--- config.mk ---
export PLATFORM = sky130hd
export DESIGN_NAME = cci_top
export DESIGN_NICKNAME = d
export VERILOG_FILES = /design/src/rtl/cci_pkg.sv /design/src/rtl/cci_top.sv
export SDC_FILE = /design/constraint.sdc
export NUM_CORES = 1
export LEC_CHECK = 0
export BUFFER_PORTS_ARGS = -buffer_cell sky130_fd_sc_hd__buf_2
export CORE_MARGIN = 2
export CORE_UTILIZATION = 25
export CTS_CLUSTER_SIZE = 28
export DETAILED_ROUTE_END_ITERATION = 8
export PLACE_DENSITY = 0.52
export REMOVE_ABC_BUFFERS = 1
export SLEW_MARGIN = 30
export SYNTH_ARGS = -nofsm -noshare
export SYNTH_HDL_FRONTEND = slang
export SYNTH_SLANG_ARGS = --single-unit
--- constraint.sdc ---
create_clock -name i_clk_sys -period 0.95 [get_ports i_clk_sys]
set_input_delay 0.0475 -clock i_clk_sys [delete_from_list [all_inputs] [get_ports i_clk_sys]]
set_output_delay 0.0475 -clock i_clk_sys [all_outputs]
set_load 0.005 [all_outputs]
--- src/rtl/cci_pkg.sv ---
// Package for the comparator change interrupt block
package cci_pkg;
	// Number of independent comparator instances
	localparam int NUM_CMP = 2;
	// Instruction cycle phase encoding (four phases per cycle)
	typedef enum logic [1:0] {
		PH_Q1 = 2'b00,
		PH_Q2 = 2'b01,
		PH_Q3 = 2'b10,
		PH_Q4 = 2'b11
	} cci_phase_type;
	// Reset values
	localparam logic [1:0] PHASE_RST = 2'h0;
	localparam logic       LATCH_RST = 1'h0;
	localparam logic       FLAG_RST  = 1'h0;
	// Per-instance software access strobes
	typedef struct packed {
		logic ctrl_access;
		logic flag_wr;
		logic flag_wdata;
	} cci_sw_type;
	// Per-instance configuration bits: enables and output invert
	typedef struct packed {
		logic on;
		logic invert;
		logic irq_en;
	} cci_cfg_type;
endpackage

--- src/rtl/cci_top.sv ---
// Comparator change-detect interrupt logic for two comparators
`timescale 1ns/1ps
`default_nettype none
module cci_top (
	// Clock and reset
	input  wire logic                     i_clk_sys,
	input  wire logic                     i_reset_n,
	// Analog comparator raw outputs
	input  wire logic [cci_pkg::NUM_CMP-1:0] i_cmp_raw,
	// Software access strobes and configuration
	input  wire cci_pkg::cci_sw_type      i_sw [cci_pkg::NUM_CMP],
	input  wire cci_pkg::cci_cfg_type     i_cfg [cci_pkg::NUM_CMP],
	input  wire logic                     i_periph_low_enable,
	input  wire logic                     i_global_high_enable,
	// Status and interrupt outputs
	output var  logic [cci_pkg::NUM_CMP-1:0] o_comparator_result,
	output var  logic [cci_pkg::NUM_CMP-1:0] o_comparator_irq_flag,
	output var  logic [cci_pkg::NUM_CMP-1:0] o_mismatch,
	output var  logic                     o_irq_req
);
	// Reset synchroniser
	logic                            rst_s1_r;
	logic                            rst_n_r;

	// Instruction cycle phase and its decoded edges
	cci_pkg::cci_phase_type          phase_r;
	logic                            q1_edge;
	logic                            q3_edge;

	// Comparator input synchroniser
	logic [cci_pkg::NUM_CMP-1:0]     raw_s1_r;
	logic [cci_pkg::NUM_CMP-1:0]     raw_s2_r;

	// Level seen by both latches
	logic [cci_pkg::NUM_CMP-1:0]     result;

	// Mismatch latches and edge detector
	logic [cci_pkg::NUM_CMP-1:0]     access_pend_r;
	logic [cci_pkg::NUM_CMP-1:0]     refresh;
	logic [cci_pkg::NUM_CMP-1:0]     latch1_r;
	logic [cci_pkg::NUM_CMP-1:0]     latch2_r;
	logic [cci_pkg::NUM_CMP-1:0]     mism;
	logic [cci_pkg::NUM_CMP-1:0]     mism_d_r;
	logic [cci_pkg::NUM_CMP-1:0]     mism_rise;

	// Interrupt flag and request
	logic [cci_pkg::NUM_CMP-1:0]     flag_r;
	logic [cci_pkg::NUM_CMP-1:0]     req_en;
	logic                            any_req;
	logic                            global_en;

	// Phase decode, used by both latches
	function automatic logic phase_is(
		input cci_pkg::cci_phase_type ph,
		input cci_pkg::cci_phase_type want
	);
		return ph == want;
	endfunction

	// Level one comparator presents to its latches
	function automatic logic eff_level(
		input logic on,
		input logic invert,
		input logic raw
	);
		if (on) begin
			return raw ^ invert;
		end
		return invert;
	endfunction

	// Next phase of the four-phase instruction cycle
	function automatic cci_pkg::cci_phase_type phase_next(
		input cci_pkg::cci_phase_type ph
	);
		cci_pkg::cci_phase_type nxt;
		nxt = ph;
		unique case (ph)
			cci_pkg::PH_Q1: nxt = cci_pkg::PH_Q2;
			cci_pkg::PH_Q2: nxt = cci_pkg::PH_Q3;
			cci_pkg::PH_Q3: nxt = cci_pkg::PH_Q4;
			cci_pkg::PH_Q4: nxt = cci_pkg::PH_Q1;
		endcase
		return nxt;
	endfunction

	// Rising edge of a level sampled one clock apart
	function automatic logic rising(
		input logic cur,
		input logic prev
	);
		return cur && !prev;
	endfunction

	// Hardware set beats a software write in the same cycle
	function automatic logic flag_next(
		input logic                cur,
		input logic                rise,
		input cci_pkg::cci_sw_type sw
	);
		if (rise) begin
			return 1'h1;
		end
		if (sw.flag_wr) begin
			return sw.flag_wdata;
		end
		return cur;
	endfunction

	// Reset release through two flops
	// Assertion stays asynchronous; only release is timed
	always_ff @(posedge i_clk_sys or negedge i_reset_n) begin
		if (!i_reset_n) begin
			rst_s1_r <= 1'h0;
			rst_n_r  <= 1'h0;
		end else begin
			rst_s1_r <= 1'h1;
			rst_n_r  <= rst_s1_r;
		end
	end

	// Four-phase instruction cycle counter
	// Free-running; software accesses are not aligned to it
	always_ff @(posedge i_clk_sys or negedge rst_n_r) begin
		if (!rst_n_r) begin
			phase_r <= cci_pkg::cci_phase_type'(cci_pkg::PHASE_RST);
		end else begin
			phase_r <= phase_next(phase_r);
		end
	end

	// Both latches key off the phase ending at this edge
	assign q1_edge = phase_is(phase_r, cci_pkg::PH_Q1);
	assign q3_edge = phase_is(phase_r, cci_pkg::PH_Q3);

	// Analog output is asynchronous to the clock
	// Costs two cycles of latency on every change
	always_ff @(posedge i_clk_sys or negedge rst_n_r) begin
		if (!rst_n_r) begin
			raw_s1_r <= '0;
			raw_s2_r <= '0;
		end else begin
			raw_s1_r <= i_cmp_raw;
			raw_s2_r <= raw_s1_r;
		end
	end

	// Instances share only clock, reset and phase
	genvar g;

	// Off: level follows invert bit so latches can be preset
	// Pin drive enable never enters here
	generate
		for (g = 0; g < cci_pkg::NUM_CMP; g++) begin : g_level
			assign result[g] = eff_level(i_cfg[g].on, i_cfg[g].invert,
				raw_s2_r[g]);
		end
	endgenerate

	// Access strobe may come in any phase; held until Q3
	// Several strobes before one Q3 collapse into one refresh
	generate
		for (g = 0; g < cci_pkg::NUM_CMP; g++) begin : g_pend
			always_ff @(posedge i_clk_sys or negedge rst_n_r) begin
				if (!rst_n_r) begin
					access_pend_r[g] <= 1'h0;
				end else if (q3_edge) begin
					access_pend_r[g] <= 1'h0;
				end else if (i_sw[g].ctrl_access) begin
					access_pend_r[g] <= 1'h1;
				end
			end
			assign refresh[g] = q3_edge &&
				(access_pend_r[g] || i_sw[g].ctrl_access);
		end
	endgenerate

	// Reads and writes both refresh
	generate
		for (g = 0; g < cci_pkg::NUM_CMP; g++) begin : g_latch1
			always_ff @(posedge i_clk_sys or negedge rst_n_r) begin
				if (!rst_n_r) begin
					latch1_r[g] <= cci_pkg::LATCH_RST;
				end else if (refresh[g]) begin
					latch1_r[g] <= result[g];
				end
			end
		end
	endgenerate

	// Second latch follows the level once per instruction cycle
	generate
		for (g = 0; g < cci_pkg::NUM_CMP; g++) begin : g_latch2
			always_ff @(posedge i_clk_sys or negedge rst_n_r) begin
				if (!rst_n_r) begin
					latch2_r[g] <= cci_pkg::LATCH_RST;
				end else if (q1_edge) begin
					latch2_r[g] <= result[g];
				end
			end
		end
	endgenerate

	// Delayed copy resets low, as does the mismatch itself
	// so no false edge follows reset
	generate
		for (g = 0; g < cci_pkg::NUM_CMP; g++) begin : g_edge
			assign mism[g] = latch1_r[g] ^ latch2_r[g];
			assign mism_rise[g] = rising(mism[g], mism_d_r[g]);
			always_ff @(posedge i_clk_sys or negedge rst_n_r) begin
				if (!rst_n_r) begin
					mism_d_r[g] <= 1'h0;
				end else begin
					mism_d_r[g] <= mism[g];
				end
			end
		end
	endgenerate

	// Edge, not level, sets the flag; set beats software clear
	// A mismatch cleared by a Q3 refresh has already set the flag
	generate
		for (g = 0; g < cci_pkg::NUM_CMP; g++) begin : g_flag
			always_ff @(posedge i_clk_sys or negedge rst_n_r) begin
				if (!rst_n_r) begin
					flag_r[g] <= cci_pkg::FLAG_RST;
				end else begin
					flag_r[g] <= flag_next(flag_r[g], mism_rise[g], i_sw[g]);
				end
			end
		end
	endgenerate

	// Per-instance enable gates only the request
	// Flag itself never waits on any enable
	generate
		for (g = 0; g < cci_pkg::NUM_CMP; g++) begin : g_req
			assign req_en[g] = flag_r[g] && i_cfg[g].irq_en;
		end
	endgenerate

	// Registered level output
	always_ff @(posedge i_clk_sys or negedge rst_n_r) begin
		if (!rst_n_r) begin
			o_comparator_result <= '0;
		end else begin
			o_comparator_result <= result;
		end
	end

	// Registered flag output
	always_ff @(posedge i_clk_sys or negedge rst_n_r) begin
		if (!rst_n_r) begin
			o_comparator_irq_flag <= '0;
		end else begin
			o_comparator_irq_flag <= flag_r;
		end
	end

	// Registered mismatch output
	always_ff @(posedge i_clk_sys or negedge rst_n_r) begin
		if (!rst_n_r) begin
			o_mismatch <= '0;
		end else begin
			o_mismatch <= mism;
		end
	end

	// Both global enables must be set for a request
	assign any_req   = |req_en;
	assign global_en = i_periph_low_enable && i_global_high_enable;

	// Flag stays set regardless of enables; only request is gated
	always_ff @(posedge i_clk_sys or negedge rst_n_r) begin
		if (!rst_n_r) begin
			o_irq_req <= 1'h0;
		end else begin
			o_irq_req <= any_req &&
				global_en;
		end
	end
endmodule
`default_nettype wire

After elaboration in Yosys (flattened, before gate mapping)

Cells that the tools add are included.

Equality and inequality tests: 3
Multiplexer cells: 25
Bitwise logic cells: 4
Reduce and logical (&&, ||, !) cells: 18

Operators by type and width:

| kind                                          | number |
|---|---|
| two-way mux 1 bit                             | 24 |
| logical AND 1 bit                             | 8 |
| one-hot mux 2 bit (4 select lines)            | 1 |
| nonzero test 2 bit                            | 4 |
| == test 2 bit, second input constant          | 2 |
| bitwise XOR 1 bit                             | 4 |
| == test 2 x 1 -> 1 bit, second input constant | 1 |
| zero test 1 bit                               | 2 |
| zero test 2 bit                               | 1 |
| logical OR 1 bit                              | 2 |
| OR reduction 2 bit                            | 1 |

Bits in registers: 25
Bits of input ports: 18
Output and inout port bits: 7
Logic and storage cells: 69

Longest topological paths before layout

Gate-level depths: netlist of run 1.

Word-level depth: 6
Gate-level depth with buffers: 5
Mapped depth without buffers: 5

Worst setup path before layout of run 1

OpenSTA, ideal clock, no wires.

Path kind: reg-to-reg
From: reg phase_r[0]
To: reg latch1_r[0] (netlist name)
Library setup time: 0.131 ns
Arrival: 0.844 ns
Required time: 0.819 ns
Path slack: -0.025 ns
Cell stages (with the launch flop): 6
Path buffers: 0
Clock period less this slack: 0.975 ns
Cell sequence: dfrtp_1 > inv_1 > ha_1 > o21ai_0 > nand2_1 > o21ai_0

Longest elaborated chain between the ends: 2

RTL lines:

| element                       | RTL line       | text |
|---|---|---|
| start, declared               | cci_top.sv:26  | `cci_pkg::cci_phase_type phase_r;` |
| start signal, assigned        | cci_top.sv:126 | `phase_r <= cci_pkg::cci_phase_type'(cci_pkg::PHASE_RST);` |
| start signal, assigned        | cci_top.sv:128 | `phase_r <= phase_next(phase_r);` |
| == test 2 bit                 | cci_top.sv:57  | `return ph == want;` |
| logical AND 1 bit             | cci_top.sv:173 | `assign refresh[g] = q3_edge &&` |
| end signal, assigned by index | cci_top.sv:183 | `latch1_r[g] <= cci_pkg::LATCH_RST;` |
| end signal, assigned by index | cci_top.sv:185 | `latch1_r[g] <= result[g];` |
| end, declared                 | cci_top.sv:40  | `logic [cci_pkg::NUM_CMP-1:0] latch1_r;` |

Every way passes these cells.
A chain may end at the register's enable or synchronous reset.

Worst setup path in the final report of run 1

From: reg phase_r[1]
To: reg phase_r[0]

Longest elaborated chain between the ends: 2
Elaborated cells on any way between the ends: 5
Those cells by class: 3 x eq/ne; 1 x mux; 1 x reduce/logical

RTL lines:

| element                                | RTL line      | text |
|---|---|---|
| == test 2 bit (tied with other cells)  | cci_top.sv:78 | `unique case (ph)` |
| one-hot mux 2 bit (4 select lines) (*) | cci_top.sv:78 |  |

Every way passes the cells marked *; elsewhere a longest branch is shown, timed or not.

==> results.cfg, run 1 <==
[status]
outcome = finished with violations
violations = negative setup slack

[cells_and_area]
layout-drive-gt1-share_pct = 43.4
num-nets-final = 135
area_growth_syn_to_layout_pct = 58.8
fill_cells = 310
stdcell_area_um2 = 1260
antenna_cells = 0
fin_cells = 157

[timing]
setup_viol = 6
grt_setup_unrepaired = yes
fin_crit_sh_pct = 105
min_period_ps = 996
hold_viol = 0
slew_viol_final = 0
skew_ps = 5.20
layout_setup_ws_ps = -46.1
fmax_mhz = 1000

[floorplanning]
placementRows = 20
die_h_um = 60.4
core-area_um2 = 3050
die_area_um2 = 3650
ios = 25
die-width_um = 60.4
initial_utilization_pct = 26.1

[hold_path]
hp-class = in2reg

[grt]
antenna_found_initial = 0
gr-usage-all-layers_pct = 8.73
grt_pass1_vias = 601
gr-total-overflow = 0
grt_pass1_wl_um = 2280
grt_max_degree = 22

[yosys]
yosys_warnings = 0
ys_seq_area_share_pct = 72.3
mappedNetlistArea_um2 = 796
ys_types = 13
ys_ff_latch = 23
synth_area_leaders = dfrtp_1, ha_1, xor2_1, nor2_1, inv_1
synth.avg_cell_area_um2 = 13.0
synth_top_area_cell = dfrtp_1
yosysTopAreaCellShare_pct = 72.3
synthCells = 61

[clock_network]
cts-root-buf = clkbuf_4
cts_buffer_depth = 2
cts_buffers = 3
path_clk_slew_ps = 110
numClockSinks = 23
htree_num_levels = 1
clock_latency_ps = 300
cts_tree = yes

[power_and_ir_drop]
power_density_nw_per_um2 = 1480
p_leak_nw = 0.604
seq_power_share_pct = 60.0
peakVddDrop_uv = 481
swShare_pct = 22.8
power_switching_mw = 0.425
p_int_mw = 1.44
pwr-share-comb_pct = 17.2
clockPowerShare_pct = 22.7

[setup_path]
required_ps = 1140
critical_path_depth = 3
critPathCaptureType = flip-flop
path_buf_inv = 1
regToRegSetupSlack_ps = -50
endpoint = phase_r[0]$_DFF_PN0_
setup.worst_path.start = phase_r[1]$_DFF_PN0_
crit_type = reg2reg
critical-path-max-stage-delay_ps = 440
timing.rr.start = phase_r[1]$_DFF_PN0_
critPathLaunchType = flip-flop
crit_chain = inv_2, ha_2, or2_4
worstPathMaxFanout = 2
path_delay_family = flip-flops
arrival_ps = 1190
r2r_end = phase_r[0]$_DFF_PN0_
reg2regPathDepth = 3
cpMaxStageDelayCell = dfrtp_1

[route]
via_count = 583
drtIter0Drc = 7
ant_nets = 0
drc = 0
vias_per_cell = 3.71
wl_um = 1450
firstDrtPassIters = 2
post_drt_wl_per_cell_um = 9.23

[place]
dp_hpwl_um = 937
globalplace.congestion = 0.646
placed_area_um2 = 1010
port_buffers = 24
place_inst = 134

[flow_run]
cap_violations = 0
[stage by stage]
step / TNS [ps] / setup slack [ps] / total power, mW / hold WS [ps] / util (%)
finish: -200 / -46.1 / 1.87 / 0.307 / 41.4
global route: -542 / -110 / 1.98 / 21.1 / 41.4
CTS: -223 / -41.7 / 1.88 / -7.78 / 40.5
detailed placement: -517 / -144 / 1.38 / -164 / 33.0
global placement: -282 / -72.9 / 1.37 / -167 / 33.0
floorplan: -73.2 / -25.5 / 1.24 / -248 / -
[layout by cell type (no fill, tap or decap)]
cell and n:
a21oi_1 2, a221o_1 2, a22oi_1 1, buf_2 24
buf_4 10, buf_6 1, clkbuf_1 1, clkbuf_4 3
conb_1 1, dfrtp_1 23, dlygate4sd3_1 13, ha_2 1
ha_4 2, inv_1 4, inv_2 2, nand2_1 5
nor2_1 5, nor2_2 2, nor2b_1 2, o21ai_1 2
o21ai_2 2, or2_4 1, xor2_1 3, xor2_2 1
[metal layers]
layer / routed length, um / up-vias / track usage (%) / part of all wire [%]
met5: 0 / - / 0 / 0
met4: 14 / 0 / 1.86 / 0.97
met2: 779 / 17 / 17.4 / 54
met3: 93 / 2 / 4.48 / 6.4
li1: - / 294 / - / -
met1: 562 / 270 / 7.70 / 39
[Yosys cell counts]
cell,count
nor2b_1,2
a221o_1,2
conb_1,1
or2_2,1
xor2_1,4
a22oi_1,1
dfrtp_1,23
a21oi_1,2
o21ai_0,4
ha_1,3
inv_1,6
nor2_1,7
nand2_1,5
[how the worst min path moves through the flow]
stage          startpoint                               end  slack (ps)  cells past startpoint
2_1_floorplan   i_reset_n                 rst_n_r$_DFF_PN0_        -250                      0
3_3_place_gp    i_reset_n                rst_s1_r$_DFF_PN0_        -170                      1
3_5_place_dp    i_reset_n                 rst_n_r$_DFF_PN0_        -160                      1
4_1_cts          i_cfg[1]  o_comparator_result[1]$_DFF_PN0_          -8                      3
5_1_grt          i_cfg[1]  o_comparator_result[1]$_DFF_PN0_          20                      3
6_report         i_cfg[1]  o_comparator_result[1]$_DFF_PN0_         0.3                      3
[area by class of cell]
type                       count  area, um^2  area share (%)
sequential                    23         576            45.5
clock buffer                   4        26.3            2.08
tap                           44        55.1            4.36
inverter                       6        22.5            1.78
multi-input combinational     32         248            19.6
timing repair buffer          48         337            26.6
[power groups by stage]
| stage | Clock, mW | Sequential [mW] | Combinational [mW] |
|---|---|---|---|
| final | 0.424 | 1.12 | 0.322 |
| after global routing | 0.485 | 1.14 | 0.360 |
| after CTS | 0.451 | 1.12 | 0.312 |
| after detailed placement | 0 | 1.14 | 0.236 |
| after global placement | 0 | 1.14 | 0.231 |
| after floorplan | 0 | 1.16 | 0.0804 |
[kinds of logic after synthesis]
kind of cell	after synthesis	share of synthesized area, %
flops	23	72.3
simple gates	15	8.02
compound gates	9	7.23
buf+inv	6	2.83
xor+xnor	4	4.40
fa+ha+maj	3	4.72
other cells	1	0.471
[timing repair]
item	CTS	global route
gates resized for setup	11	7
endpoints found under the setup margin	7	8
pin swaps	3	1
hold endpoints to repair	10	0
hold buffers	13	0
setup buffers	5	1
[tightest hold or removal path: cells and delay by family]
kind / cells / cell delay, ps
xor+xnor: 1 / 80
buf+inv: 2 / 150
Power figures use the tool's default switching activity.
==> inputs of run 2 (changes only) <==
- CTS_BUF_LIST: default -> sky130_fd_sc_hd__clkbuf_8
==> run 2 against run 1 <==
Compared with the run above: the flow still finishes with violations (negative setup slack); first-iteration DRC count increased by 43%; total power is 6.0% higher; clock power up 33%; utilization fell by 2.0 points; clock-buffer cell count decreased by 1; sequential share of layout area increased by 2.3 points; die area is the same; sequential power hardly changed; global-route usage down 0.31 points; worst hold slack improved by 9.4 ps; critical endpoint is now flag_r[1]$_DFFE_PN0P_; largest power group unchanged.
==> results.cfg, run 2 (synthesis gave the netlist of run 1 again) <==
[power_and_ir_drop]
p_int_mw = 1.54
total_power_mw = 1.98
peakVddDrop_uv = 551
seq_power_share_pct = 56.7
p_leak_nw = 0.584
power_density_nw_per_um2 = 1650
pwr-share-comb_pct = 14.8
swShare_pct = 22.0
power_switching_mw = 0.436
clockPowerShare_pct = 28.5

[route]
via_count = 553
wl_um = 1370
post_drt_wl_per_cell_um = 9.17
drc = 0
vias_per_cell = 3.71
ant_nets = 0
drtIter0Drc = 10
firstDrtPassIters = 3

[setup_path]
regToRegSetupSlack_ps = -30
r2r_end = flag_r[1]$_DFFE_PN0P_
required_ps = 1090
critPathLaunchType = flip-flop
timing.rr.start = latch1_r[1]$_DFFE_PN0P_
endpoint = flag_r[1]$_DFFE_PN0P_
reg2regPathDepth = 2
critPathCaptureType = flip-flop
arrival_ps = 1120
worstPathMaxFanout = 2
setup.worst_path.start = latch1_r[1]$_DFFE_PN0P_
crit_type = reg2reg

[floorplanning]
ios = 25
core-area_um2 = 3050
die-width_um = 60.4
die_h_um = 60.4
die_area_um2 = 3650
placementRows = 20
initial_utilization_pct = 26.1

[cells_and_area]
register_area_um2 = 576
area_growth_syn_to_layout_pct = 51.1
stdcell_area_um2 = 1200
layout-drive-gt1-share_pct = 48.6
fill_cells = 317
layout_commonest_cell = buf_2
final_cell_mix = buf_2, dfrtp_1, buf_4
antenna_cells = 0
num-nets-final = 127
multiInputGateArea_um2 = 250
final_util_pct = 39.4

[timing]
fmax_mhz = 1020
hold_viol = 0
slew_viol_final = 0
skew_ps = 3.04
setup_viol = 6
tns_ps = -121
layout_setup_ws_ps = -27.2
min_period_ps = 977
grt_setup_unrepaired = yes
fin_crit_sh_pct = 103

[grt]
use_met2_pct = 15.5
grt_max_degree = 22
grt_pass1_wl_um = 2200
grt_pass1_vias = 568
gr-usage-met3_pct = 4.48
gr-total-overflow = 0
grt_most_used_layer = met2
gr-usage-all-layers_pct = 8.42
use_met1_pct = 7.97
antenna_found_initial = 0

[clock_network]
clock_latency_ps = 260
numClockSinks = 23
cts-root-buf = clkbuf_8
cts_buffers = 3
path_clk_slew_ps = 70
htree_num_levels = 1
cts_buffer_depth = 2
cts_tree = yes

[hold_path]
hp-class = in2reg

[place]
dp_slack_ps = -144
placed_area_um2 = 1010
globalplace.congestion = 0.646
port_buffers = 24
dp_hpwl_um = 937

[status]
violations = negative setup slack
outcome = finished with violations

[flow_run]
cap_violations = 0
==> run 2: metal layers <==
metal	wire (um)	up-vias	part of all wire [%]
met5	0	-	0
met4	12	0	0.88
met3	102	2	7.5
met2	716	17	52
met1	535	255	39
li1	-	279	-
==> run 2: power by group through the flow <==
stage	registers (mW)	logic, mW	clock network, mW
3_5_place_dp	1.14	0.236	0
5_1_grt	1.14	0.330	0.633
3_3_place_gp	1.14	0.231	0
4_1_cts	1.12	0.284	0.594
2_1_floorplan	1.16	0.0804	0
6_report	1.12	0.294	0.564
==> run 2: worst min-delay path by stage <==
stage | from | to | depth (start not counted)
after floorplan | i_reset_n | rst_n_r$_DFF_PN0_ | 0
after global placement | i_reset_n | rst_s1_r$_DFF_PN0_ | 1
after detailed placement | i_reset_n | rst_n_r$_DFF_PN0_ | 1
after CTS | i_periph_low_enable | o_irq_req$_DFF_PN0_ | 3
after global routing | i_periph_low_enable | o_irq_req$_DFF_PN0_ | 3
final | i_periph_low_enable | o_irq_req$_DFF_PN0_ | 3
==> run 2: cell type report <==
| class | count | area share (%) |
|---|---|---|
| sequential | 23 | 47.9 |
| inverter | 6 | 1.87 |
| tap | 44 | 4.58 |
| clock inverter | 1 | 0.312 |
| multi-input combinational | 32 | 20.8 |
| clock buffer | 3 | 3.43 |
| timing repair buffer | 40 | 21.1 |
==> run 2: stage by stage <==
stage / hold slack (ps) / std cells
after floorplan: -248 / 61
after global placement: -167 / 134
after detailed placement: -164 / 134
after CTS: 4.40 / 147
after global routing: 21.7 / 149
final: 9.70 / 149
==> run 2: critical path, stage by stage (launching register included) <==
cell     delay (ps)
dfrtp_1         390
xor2_1          180
a221o_1         290
==> run 2: timing repair <==
item	CTS	global route
resized for setup	11	8
hold buffers	4	0
endpoints found under the hold margin	5	0
pin swaps	3	3
endpoints found under the setup margin	7	8
setup buffers	5	2
==> inputs of run 3 (changes only) <==
- CORE_UTILIZATION: 25 -> 51
- PLACE_DENSITY: 0.52 -> 0.87
==> run 3 against run 2 <==
Compared with the run above: the run still ends with negative setup slack left; via count down 1.8%; global-route usage is 8.3 points higher; combinational power shrank 13%; sequential power is essentially flat; wire length grew 2.0%; critical endpoint is now phase_r[0]$_DFF_PN0_; first-iteration DRC count is 30% lower; worst hold slack lost 1.1 ps; clock skew hardly changed; fmax down 1.5%; largest power group unchanged; utilization grew 36 points; worst setup slack worse by 14 ps.
==> results.cfg, run 3 (synthesis gave the netlist of run 1 again) <==
[status]
outcome = finished with violations
violations = negative setup slack

[setup_path]
critPathCaptureType = flip-flop
cpMaxStageDelayCell = dfrtp_1
required_ps = 1090
crit_type = reg2reg
worstPathMaxFanout = 2
critical-path-max-stage-delay_ps = 410
crit_chain = inv_2, ha_4, or2_4
arrival_ps = 1130
critPathLaunchType = flip-flop

[route]
wl_met1_um = 524
post_drt_wl_per_cell_um = 12.2
top_layer_used = met3
drc = 0
wl_um = 1390
vias_per_cell = 4.76
dr_wl_met3_um = 73
drtIter0Drc = 7
ant_nets = 0
via_count = 543
firstDrtPassIters = 4
wl_met2_um = 795

[timing]
min_period_ps = 992
setup_viol = 5
fin_crit_sh_pct = 104
layout_setup_ws_ps = -41.6
skew_ps = 2.76
hold_viol = 0
fmax_mhz = 1010
slew_viol_final = 0
grt_setup_unrepaired = yes

[clock_network]
htree_num_levels = 1
cts_buffer_depth = 2
path_clk_slew_ps = 70
clock_latency_ps = 250
numClockSinks = 23
cts_buffers = 3
cts-root-buf = clkbuf_8
cts_tree = yes

[cells_and_area]
fill_cells = 99
area_growth_syn_to_layout_pct = 41.4
stdcell_area_um2 = 1120
final_cell_mix = buf_2, dfrtp_1, buf_4
layout-drive-gt1-share_pct = 45.9
layout_commonest_cell = buf_2
num-nets-final = 120
antenna_cells = 0

[floorplanning]
die-width_um = 43.5
placementRows = 14
die_h_um = 43.5
core-area_um2 = 1490
initial_utilization_pct = 53.4
ios = 25
die_area_um2 = 1890

[grt]
gr-total-overflow = 0
gr-usage-all-layers_pct = 16.7
grt_max_degree = 22
grt_pass1_vias = 569
antenna_found_initial = 0
grt_pass1_wl_um = 2300

[hold_path]
hp-class = in2reg

[place]
dp_hpwl_um = 936
placed_area_um2 = 966
port_buffers = 24
globalplace.congestion = 0.741

[power_and_ir_drop]
power_density_nw_per_um2 = 1720
peakVddDrop_uv = 1030
total_power_mw = 1.94
p_leak_nw = 0.555

[flow_run]
cap_violations = 0
run 3: routing by layer:
metal	vias to the layer above	GRT usage (%)
li1	264	-
met1	260	19.3
met2	19	31.6
met3	0	2.50
met4	0	5.45
met5	-	0
run 3: layout make-up:
cell class                      instances  area, um^2  area share [%]
Clock buffer                            3        41.3            3.67
Clock inverter                          1        3.75           0.334
Inverter                                6        22.5            2.00
Multi-Input combinational cell         32         267            23.7
Sequential cell                        23         576            51.2
Tap cell                               16        20.0            1.78
Timing Repair Buffer                   33         195            17.4
run 3: metrics by stage:
stage / util, % / std cells / TNS, ps / worst slack, ps / hold slack [ps]
final: 75.5 / 114 / -163 / -41.6 / 8.60
after global placement: 64.9 / 105 / -136 / -38.9 / -167
after detailed placement: 64.9 / 105 / -371 / -130 / -165
after CTS: 72.9 / 113 / -115 / -42.8 / 8.69
after floorplan: - / 61 / -73.2 / -25.5 / -248
after global routing: 75.5 / 114 / -499 / -78.9 / 17.3
run 3: worst paths after layout:
kind,slack [ps],end,cells past startpoint,start
max,-40,phase_r[0]$_DFF_PN0_,3,phase_r[1]$_DFF_PN0_
max in group asynchronous,520,o_comparator_irq_flag[0]$_DFF_PN0_,1,rst_n_r$_DFF_PN0_
max reg2reg,-40,phase_r[0]$_DFF_PN0_,3,phase_r[1]$_DFF_PN0_
min,9,o_irq_req$_DFF_PN0_,3,i_global_high_enable
min reg2reg,220,raw_s1_r[1]$_DFF_PN0_,1,rst_n_r$_DFF_PN0_
min in group asynchronous,120,rst_s1_r$_DFF_PN0_,2,i_reset_n
run 3: where the power goes:
group          leakage, nW  internal, mW  switching, mW
clock               0.0269         0.287          0.266
sequential           0.273          1.08         0.0463
combinational        0.255         0.142          0.115
total                0.555          1.51          0.427
run 3: worst max-delay path, delay by kind of cell (launching register included):
kind / cells / cell delay, ps
buf+inv: 1 / 90
simple gates: 1 / 220
fa+ha+maj: 1 / 160
flops: 1 / 410
run 3: timing repair:
| action | 4_1_cts | 5_1_grt |
|---|---|---|
| setup buffers | 1 | 1 |
| resized for setup | 14 | 6 |
| pin swaps | 4 | 3 |
| hold buffers | 3 | 0 |
| setup endpoints to repair | 7 | 10 |
| hold endpoints to repair | 4 | 0 |
